<file path="src/common/fspc_defs.svh">
`ifndef FSPC_DEFS_SVH
`define FSPC_DEFS_SVH

// Register offsets on the plain register port
`define FSPC_ADDR_LO_OFS 4'h0
`define FSPC_ADDR_HI_OFS 4'h1
`define FSPC_GATE_OFS 4'h2
`define FSPC_CTRL_OFS 4'h3
`define FSPC_STAT_OFS 4'h4

// Control register field positions
`define FSPC_CTRL_PRG_BIT 0
`define FSPC_CTRL_ERS_BIT 1
`define FSPC_CTRL_SEL_LO_BIT 3
`define FSPC_CTRL_SEL_HI_BIT 4

// Reset values
`define FSPC_ADDR_RST 16'h0000
`define FSPC_CTRL_RST 8'h00

// Unlock key nibbles
`define FSPC_KEY_FIRST 4'h5
`define FSPC_KEY_SECOND 4'ha

// Timing: clock rate, divider base count and fixed portions
`define FSPC_CLK_HZ 25000000
`define FSPC_DIV_BASE_CYC 5000
`define FSPC_ERASE_FIX_US 9000
`define FSPC_WRITE_FIX_US 2000
`define FSPC_ERASE_FIX_CYC ((`FSPC_ERASE_FIX_US * (`FSPC_CLK_HZ / 1000000)))
`define FSPC_WRITE_FIX_CYC ((`FSPC_WRITE_FIX_US * (`FSPC_CLK_HZ / 1000000)))

// RAM window copied by a page write
`define FSPC_RAM_BASE 16'h0300
`define FSPC_RAM_LAST 16'h033f
`define FSPC_PAGE_BYTES 7'd64

`endif

</file>
<file path="src/common/fspc_pkg.sv">
package fspc_pkg;

  typedef enum logic [1:0] {
    FSPC_OP_NONE,
    FSPC_OP_WRITE,
    FSPC_OP_ERASE
  } fspc_op_t;

  // Request to the flash array
  typedef struct packed {
    logic erase_pulse;
    logic write_pulse;
    logic [15:0] addr;
    logic [7:0] data;
  } fspc_flash_req_t;

  // RAM read request
  typedef struct packed {
    logic rd;
    logic [15:0] addr;
  } fspc_ram_req_t;

endpackage : fspc_pkg

</file>
<file path="src/verilog/fspc_counter.sv">
`timescale 1ns/1ps
// Down counter: loads a count, pulses done when it reaches zero
module fspc_counter #(
  parameter int W = 24
) (
  input wire logic clock_in, // System clock
  input wire logic reset_in, // Async reset, active high
  input wire logic load_in, // Load start value
  input wire logic [W-1:0] value_in, // Start value
  input wire logic tick_in, // Decrement enable
  output logic done_out // One-cycle pulse at zero
);

  logic [W-1:0] cnt_r;
  logic run_r;
  wire at_one = (cnt_r == W'(1));

  // Count down on each tick while running
  always_ff @(posedge clock_in or posedge reset_in) begin
    if (reset_in) begin
      cnt_r <= '0;
      run_r <= 1'b0;
    end else if (load_in) begin
      cnt_r <= value_in;
      run_r <= 1'b1;
    end else if (run_r && tick_in) begin
      cnt_r <= cnt_r - W'(1);
      if (at_one) run_r <= 1'b0;
    end
  end

  assign done_out = run_r && tick_in && at_one;

endmodule : fspc_counter

</file>
<file path="src/verilog/fspc_ctrl.sv">
// Added by the designer: strobed register access and the address map.
`timescale 1ns/1ps
`include "fspc_defs.svh"

// Notes on behaviour
// Erase uses address bits 15:10 only
// Unimplemented register bits read as one
// Gate opens after nibble 5 then A
// Gate closes after every operation
// Control writes need the open gate
// Software unlocks again before each operation
// Control holds four storage bits
// One instruction, stall, copy RAM page
// Page write end releases stall, clears bit
// Software loads address and RAM first
// Interrupts held pending during operation
// External reset deferred until operation ends
// Erase: one instruction, then stall
// Erase end releases stall, clears bit
// Software sets sector address first
// Bits 3,4 pick divider; reset gives 16
// Erase time n*5000/f plus 9 ms
// Software keeps erase at least 10 ms
// Write time n*5000/f plus 2 ms
// Software keeps write at least 3 ms
// Codes 00..11 give 16,8,4,2
// Count timing clock, then finish operation
module fspc_ctrl
  import fspc_pkg::*;
(
  input wire logic clock_in, // System clock, 25 MHz
  input wire logic reset_in, // Async reset, active high
  input wire logic [3:0] reg_addr_in, // Register address
  input wire logic [7:0] reg_wdata_in, // Write data
  input wire logic reg_wr_in, // Write strobe
  input wire logic reg_rd_in, // Read strobe
  output logic [7:0] reg_rdata_out, // Read data, cycle after strobe
  input wire logic instr_done_in, // CPU finished an instruction
  output logic cpu_stall_out, // CPU hold request
  input wire logic irq_in, // Interrupt request from sources
  output logic irq_out, // Interrupt passed to CPU
  input wire logic external_reset_pin_in, // External reset request
  output logic sys_reset_out, // Reset passed to the system
  output fspc_ram_req_t ram_req_out, // Page RAM read
  input wire logic [7:0] ram_data_in, // RAM data, cycle after read
  output fspc_flash_req_t flash_req_out, // Flash array request
  output logic busy_out // Operation in progress
);

  typedef enum logic [2:0] {
    FSPC_IDLE,
    FSPC_WAIT_INSTR,
    FSPC_COPY,
    FSPC_TIMING,
    FSPC_FINISH
  } fspc_state_t;

  fspc_state_t state_r, state_nxt;
  logic [15:0] addr_r;
  logic gate_r;
  logic key_half_r;
  logic prg_r, ers_r;
  logic [1:0] sel_r;
  logic [7:0] rdata_r;
  logic [6:0] copy_idx_r;
  logic copy_wait_r;
  logic [3:0] div_cnt_r;
  fspc_op_t op_r;
  fspc_flash_req_t flash_r;
  logic [23:0] load_val;
  logic load_go;
  logic op_done;

  // Register decode
  wire wr_addr_lo = reg_wr_in && (reg_addr_in == `FSPC_ADDR_LO_OFS);
  wire wr_addr_hi = reg_wr_in && (reg_addr_in == `FSPC_ADDR_HI_OFS);
  wire wr_gate = reg_wr_in && (reg_addr_in == `FSPC_GATE_OFS);
  wire wr_ctrl_sel = reg_wr_in && (reg_addr_in == `FSPC_CTRL_OFS);
  // gate qualifies writes
  wire wr_ctrl = wr_ctrl_sel && gate_r && (state_r == FSPC_IDLE);
  wire key_first = wr_gate && (reg_wdata_in[3:0] == `FSPC_KEY_FIRST);
  wire key_second = wr_gate && (reg_wdata_in[3:0] == `FSPC_KEY_SECOND);
  wire busy = (state_r != FSPC_IDLE);

  // divider factor from select code
  wire [4:0] div_factor = (sel_r == 2'b00) ? 5'd16 :
                          (sel_r == 2'b01) ? 5'd8 :
                          (sel_r == 2'b10) ? 5'd4 : 5'd2;
  wire [3:0] div_last = 4'(div_factor - 5'd1);
  wire tick = busy && (div_cnt_r == div_last);
  // Fixed portions in system clocks; divided by n they become timing ticks
  wire [23:0] erase_fix_ticks = 24'(`FSPC_ERASE_FIX_CYC);
  wire [23:0] write_fix_ticks = 24'(`FSPC_WRITE_FIX_CYC);

  // erase: 5000 timing clocks plus fixed portion
  // write: 5000 timing clocks plus fixed portion
  always_comb begin
    load_val = 24'(`FSPC_DIV_BASE_CYC);
    if (op_r == FSPC_OP_ERASE) begin
      load_val = 24'(`FSPC_DIV_BASE_CYC) + 24'(erase_fix_ticks / {19'd0, div_factor});
    end else begin
      load_val = 24'(`FSPC_DIV_BASE_CYC) + 24'(write_fix_ticks / {19'd0, div_factor});
    end
  end

  // Next state logic
  always_comb begin
    state_nxt = state_r;
    load_go = 1'b0;
    unique case (state_r)
      FSPC_IDLE: begin
        // request arms the one-instruction window
        if (wr_ctrl && (reg_wdata_in[`FSPC_CTRL_PRG_BIT] || reg_wdata_in[`FSPC_CTRL_ERS_BIT])) begin
          state_nxt = FSPC_WAIT_INSTR;
        end
      end
      FSPC_WAIT_INSTR: begin
        // stall after the next instruction
        if (instr_done_in) begin
          state_nxt = (op_r == FSPC_OP_WRITE) ? FSPC_COPY : FSPC_TIMING;
          load_go = (op_r == FSPC_OP_ERASE);
        end
      end
      FSPC_COPY: begin
        if (copy_wait_r && (copy_idx_r == `FSPC_PAGE_BYTES - 7'd1)) begin
          state_nxt = FSPC_TIMING;
          load_go = 1'b1;
        end
      end
      FSPC_TIMING: begin
        // end after counted timing clocks
        if (op_done) state_nxt = FSPC_FINISH;
      end
      FSPC_FINISH: state_nxt = FSPC_IDLE;
    endcase
  end

  // Operation duration counter, counts timing clocks
  fspc_counter #(.W(24)) u_dur (
    .clock_in(clock_in),
    .reset_in(reset_in),
    .load_in(load_go),
    .value_in(load_val),
    .tick_in(tick),
    .done_out(op_done)
  );

  // State and prescaler
  always_ff @(posedge clock_in or posedge reset_in) begin
    if (reset_in) begin
      state_r <= FSPC_IDLE;
      div_cnt_r <= 4'h0;
    end else begin
      state_r <= state_nxt;
      div_cnt_r <= (!busy || tick) ? 4'h0 : div_cnt_r + 4'h1;
    end
  end

  // Address register and unlock gate
  always_ff @(posedge clock_in or posedge reset_in) begin
    if (reset_in) begin
      addr_r <= `FSPC_ADDR_RST;
      gate_r <= 1'b0;
      key_half_r <= 1'b0;
    end else begin
      if (wr_addr_lo) addr_r[7:0] <= reg_wdata_in;
      if (wr_addr_hi) addr_r[15:8] <= reg_wdata_in;
      // back-to-back key pair
      if (reg_wr_in) key_half_r <= key_first;
      // gate closes when operation ends
      if (state_r == FSPC_FINISH) gate_r <= 1'b0;
      // A key pair landing in the same cycle wins over the clear
      if (key_second && key_half_r) gate_r <= 1'b1;
    end
  end

  // four control storage bits; reset selects 1/16
  always_ff @(posedge clock_in or posedge reset_in) begin
    if (reset_in) begin
      prg_r <= 1'b0;
      ers_r <= 1'b0;
      sel_r <= 2'b00;
      op_r <= FSPC_OP_NONE;
    end else if (wr_ctrl) begin
      prg_r <= reg_wdata_in[`FSPC_CTRL_PRG_BIT];
      ers_r <= reg_wdata_in[`FSPC_CTRL_ERS_BIT] && !reg_wdata_in[`FSPC_CTRL_PRG_BIT];
      sel_r <= {reg_wdata_in[`FSPC_CTRL_SEL_HI_BIT], reg_wdata_in[`FSPC_CTRL_SEL_LO_BIT]};
      op_r <= reg_wdata_in[`FSPC_CTRL_PRG_BIT] ? FSPC_OP_WRITE :
              reg_wdata_in[`FSPC_CTRL_ERS_BIT] ? FSPC_OP_ERASE : FSPC_OP_NONE;
    end else if (state_r == FSPC_FINISH) begin
      // clear request bit at end
      prg_r <= 1'b0;
      ers_r <= 1'b0;
      op_r <= FSPC_OP_NONE;
    end
  end

  // copy RAM 300H..33FH into the page
  always_ff @(posedge clock_in or posedge reset_in) begin
    if (reset_in) begin
      copy_idx_r <= 7'd0;
      copy_wait_r <= 1'b0;
      flash_r <= '0;
    end else begin
      flash_r.write_pulse <= 1'b0;
      flash_r.erase_pulse <= 1'b0;
      if (state_r == FSPC_COPY) begin
        copy_wait_r <= !copy_wait_r;
        if (copy_wait_r) begin
          flash_r.write_pulse <= 1'b1;
          flash_r.addr <= {addr_r[15:6], copy_idx_r[5:0]};
          flash_r.data <= ram_data_in;
          copy_idx_r <= copy_idx_r + 7'd1;
        end
      end else begin
        copy_idx_r <= 7'd0;
        copy_wait_r <= 1'b0;
      end
      // sector from bits 15:10
      if (load_go && (op_r == FSPC_OP_ERASE)) begin
        flash_r.erase_pulse <= 1'b1;
        flash_r.addr <= {addr_r[15:10], 10'h000};
      end
    end
  end

  // read mux, missing bits read one
  wire [7:0] ctrl_view = {3'b111, sel_r, 1'b1, ers_r, prg_r};
  wire [7:0] gate_view = {7'h7f, gate_r};
  wire [7:0] stat_view = {7'h7f, busy};
  wire [7:0] rd_mux = (reg_addr_in == `FSPC_ADDR_LO_OFS) ? {addr_r[7:6], 6'h3f} :
                      (reg_addr_in == `FSPC_ADDR_HI_OFS) ? addr_r[15:8] :
                      (reg_addr_in == `FSPC_GATE_OFS) ? gate_view :
                      (reg_addr_in == `FSPC_CTRL_OFS) ? ctrl_view :
                      (reg_addr_in == `FSPC_STAT_OFS) ? stat_view : 8'hff;

  // Read data register
  always_ff @(posedge clock_in or posedge reset_in) begin
    if (reset_in) rdata_r <= 8'h00;
    else if (reg_rd_in) rdata_r <= rd_mux;
  end

  // Outputs; stall spans copy, timing and finish
  wire stall = (state_r == FSPC_COPY) || (state_r == FSPC_TIMING) || (state_r == FSPC_FINISH);
  assign reg_rdata_out = rdata_r;
  assign cpu_stall_out = stall;
  // interrupts held while stalled
  assign irq_out = irq_in && !stall;
  // reset deferred while stalled
  assign sys_reset_out = external_reset_pin_in && !stall;
  assign ram_req_out.rd = (state_r == FSPC_COPY) && !copy_wait_r;
  assign ram_req_out.addr = `FSPC_RAM_BASE + {10'h000, copy_idx_r[5:0]};
  assign flash_req_out = flash_r;
  assign busy_out = busy;

endmodule : fspc_ctrl

</file>
<file path="config.mk">
export PLATFORM = sky130hd
export DESIGN_NAME = fspc_ctrl
export DESIGN_NICKNAME = d
export VERILOG_FILES = /design/src/common/fspc_pkg.sv /design/src/verilog/fspc_counter.sv /design/src/verilog/fspc_ctrl.sv
export VERILOG_INCLUDE_DIRS = /design/src /design/src/common
export SDC_FILE = /design/constraint.sdc
export NUM_CORES = 1
export LEC_CHECK = 0
export ABC_AREA = 1
export ABC_CLOCK_PERIOD_IN_PS = 7800
export BUFFER_PORTS_ARGS = -buffer_cell sky130_fd_sc_hd__buf_2
export CORE_AREA = 2 2 155 127
export DETAILED_ROUTE_END_ITERATION = 7
export DIE_AREA = 0 0 157 129
export REMOVE_ABC_BUFFERS = 1
export SLEW_MARGIN = 15
export SYNTH_ARGS = -nofsm -noshare
export SYNTH_HDL_FRONTEND = slang
export SYNTH_SLANG_ARGS = --single-unit
</file>
<file path="constraint.sdc">
create_clock -name clock_in -period 7.8 [get_ports clock_in]
set_input_delay 0.78 -clock clock_in [delete_from_list [all_inputs] [get_ports clock_in]]
set_output_delay 0.78 -clock clock_in [all_outputs]
set_load 0.01 [all_outputs]
</file>
==> results.sh <==
export IMPL_die_area_um2=20250
export IMPL_power_density_nw_per_um2=325.3
export IMPL_worst_pin_slew_ns=1.046
export IMPL_mostFrequentLayoutCell="nand2_1"
export IMPL_finalWirelength_um=14000
export IMPL_power_share_clock=0.221
export IMPL_place_congestion=0.9261
export IMPL_grt_pass1_vias=4305
export IMPL_start_kind="register"
export IMPL_clock_sinks=90
export IMPL_maxCapViolations=0
export IMPL_cts_tree="built"
export IMPL_start_util=0.2967
export IMPL_r2r_start="sel_r[1]"
export IMPL_p_total_uw=2065
export IMPL_required_ns=8.03
export IMPL_crit_path_max_incr_delay_ns=0.47
export IMPL_syn_inst=733
export IMPL_drc_errors=0
export IMPL_design_area_um2=6349
export IMPL_max_freq_mhz=351.7
export IMPL_async_flop_share=1.000
export IMPL_vias_per_cell=4.569
export IMPL_coreArea_um2=18640
export IMPL_dr_pass1_iters=5
export IMPL_synthDistinctLibCells=48
export IMPL_die_height_um=129
export IMPL_internal_power_uw=1191
export IMPL_hold_buffers=0
export IMPL_fin_crit_ns=2.843
export IMPL_seq_area_frac_synth=0.4073
export IMPL_wire_per_inst_um=13.23
export IMPL_period_share=0.3645
export IMPL_slew_headroom=0.2987
export IMPL_final_cell_mix="nand2_1, dfrtp_1, inv_1"
export IMPL_grt_overflow_total=0
export IMPL_grt_max_degree=67
export IMPL_hp_class="input port to async pin"
export IMPL_syn_avg_cell_area_um2=7.543
export IMPL_crit_slowest_cell="dfrtp_1"
export IMPL_cp_startpoint="sel_r[1]"
export IMPL_pwr_share_seq=0.359
export IMPL_dp_hpwl_um=10420
export IMPL_num_rows=45
export IMPL_crit_type="register to register"
export IMPL_diodes=0
export IMPL_fill_cells=1985
export IMPL_yosysWarnings=0
export IMPL_cp_common_cell="ha_1"
export IMPL_p_sw_uw=874.2
export IMPL_arrival_ns=3.08
export IMPL_cts_setup_buffers=0
export IMPL_drive_above_1_share=0.1663
export IMPL_crit_fanout=10
export IMPL_finalSetupViolations=0
export IMPL_die_x_um=157
export IMPL_reg2reg_depth=15
export IMPL_clkTransAtPathRegs_ns=0.07
export IMPL_fin_worst_skew_ns=0.008555
export IMPL_pwr_share_comb=0.420
export IMPL_track_usage=0.1415
export IMPL_synth_edf_count=0
export IMPL_rsz0062_at_grt="false"
export IMPL_cts_resized=0
export IMPL_vias=4834
export IMPL_drv_slew=0
export IMPL_cts_root_buf="clkbuf_16"
export IMPL_outcome="finished, final reports clean"
export IMPL_antenna_left=0
export IMPL_clk_latency_ns=0.34
export IMPL_port_buffers=71
export IMPL_detail_route_iter0_violations=348
export IMPL_grt_pass1_wl_um=22830
export IMPL_power_share_switching=0.4233
export IMPL_clk_path_buf_depth=2
export IMPL_p_leak_uw=0.003083
export IMPL_syn_area_um2=5529
export IMPL_area_growth_pct=14.82
export IMPL_finalHoldViolations=0
export IMPL_placed_cell_area_um2=6042
export IMPL_cts_max_level=3
export IMPL_io_pins=82
export IMPL_end_kind="register"
export IMPL_nets=837
export IMPL_tns_ns=0
export IMPL_numCtsBuffers=9
export IMPL_ir_drop_mv=0.1362
export IMPL_ys_seq_elements=90
export IMPL_crit_chain="inv_1 > ha_1 > inv_2 > ha_1 > inv_1 > a21oi_1 > nor3_1 > a21boi_1 > ha_1 > a21oi_2 > nand2_1 > nand2_1 > nand3_1 > a21oi_1 > nor2_1"
export IMPL_grt_antenna_before_repair=0
export IMPL_synthFlopType="dfrtp_1"
-- cell families after synthesis --
family / share of synthesized area
muxes: 0.01426
buffers and inverters: 0.1034
xor gates and xnor gates: 0.03168
adders and majority gates: 0.03394
DFF: 0.4073
and+or+nand+nor: 0.2756
AOI/OAI and AO/OA: 0.1324
other: 0.001358
-- through the flow --
stage	util	std cells	hold WS [ns]	worst slack (ns)
final	0.3407	1058	0.4131	4.957
after global routing	0.3407	1058	0.4391	4.626
after global placement	0.3242	1042	0.4506	5.071
after detailed placement	0.3242	1042	0.4572	4.977
after CTS	0.3407	1058	0.4274	4.948
after floorplan	-	711	0.4473	4.685
-- flip-flops by register name (all words and copies together) (netlist names) --
signal / count
addr_r: 10
ers_r: 1
prg_r: 1
u_dur.run_r: 1
div_cnt_r: 4
sel_r: 2
copy_idx_r: 7
copy_wait_r: 1
flash_req_out: 26
key_half_r: 1
u_dur.cnt_r: 24
gate_r: 1
state_r: 3
reg_rdata_out: 8
-- worst max-delay path, delay by kind of cell, from the launching register on --
family	cells	cell delay, ns
AO/OA/AOI/OAI	4	0.51
adder cells (fa/ha/maj)	3	0.87
buffers and inverters	3	0.41
flip-flops	1	0.47
AND/OR/NAND/NOR	5	0.47
-- final cells by class --
type	instances	area, um^2	share of cell area
clock buffers	9	225.2	0.03547
repair buffers	73	370.4	0.05834
flip-flops and latches	90	2252	0.3547
inverters	94	361.6	0.05696
multi-input cells	527	2735	0.4308
well taps	258	322.8	0.05085
clock inverters	7	81.33	0.01281
-- metal layers --
metal	global-route usage	up-vias	share of wire
li1	-	2477	-
met1	0.2284	2225	0.54
met2	0.1907	116	0.40
met3	0.02897	16	0.050
met4	0.02752	0	0.011
met5	0	-	0
-- power by group through the flow --
stage               clock, uW  sequential [uW]  combinational, uW
CTS                       468              741                868
finish                    456              742                867
global route              487              765                995
global placement            0              745                858
detailed placement          0              748                862
floorplan                   0              746                619
-- path summary, 6_finish.rpt --
kind | endpoint | slack, ns
worst max-delay path | u_dur.cnt_r[13] | 4.96
worst min-delay path | flash_req_out[1] | 0.41
worst max register to register | u_dur.cnt_r[13] | 4.96
worst min register to register | flash_req_out[0] | 0.47
max in group asynchronous | state_r[0] | 6.18
min in group clock_in | flash_req_out[0] | 0.47
-- synth_stat cells, types with 6 or more instances --
cell type	number	area, um^2
o22ai_1	6	37.54
nand2_1	182	683.2
nor2_1	82	307.8
dfrtp_1	90	2252
inv_1	86	322.8
o211ai_1	7	52.55
nand4_1	7	43.79
clkbuf_1	7	26.28
nand3_1	42	210.2
ha_1	15	187.7
nor2_2	7	43.79
o21ai_1	11	55.05
a21oi_1	19	95.09
buf_4	18	135.1
mux2_2	7	78.83
nor3_1	13	65.06
o21ai_0	56	280.3
xor2_1	17	148.9
(Power assumes the default switching activity.)
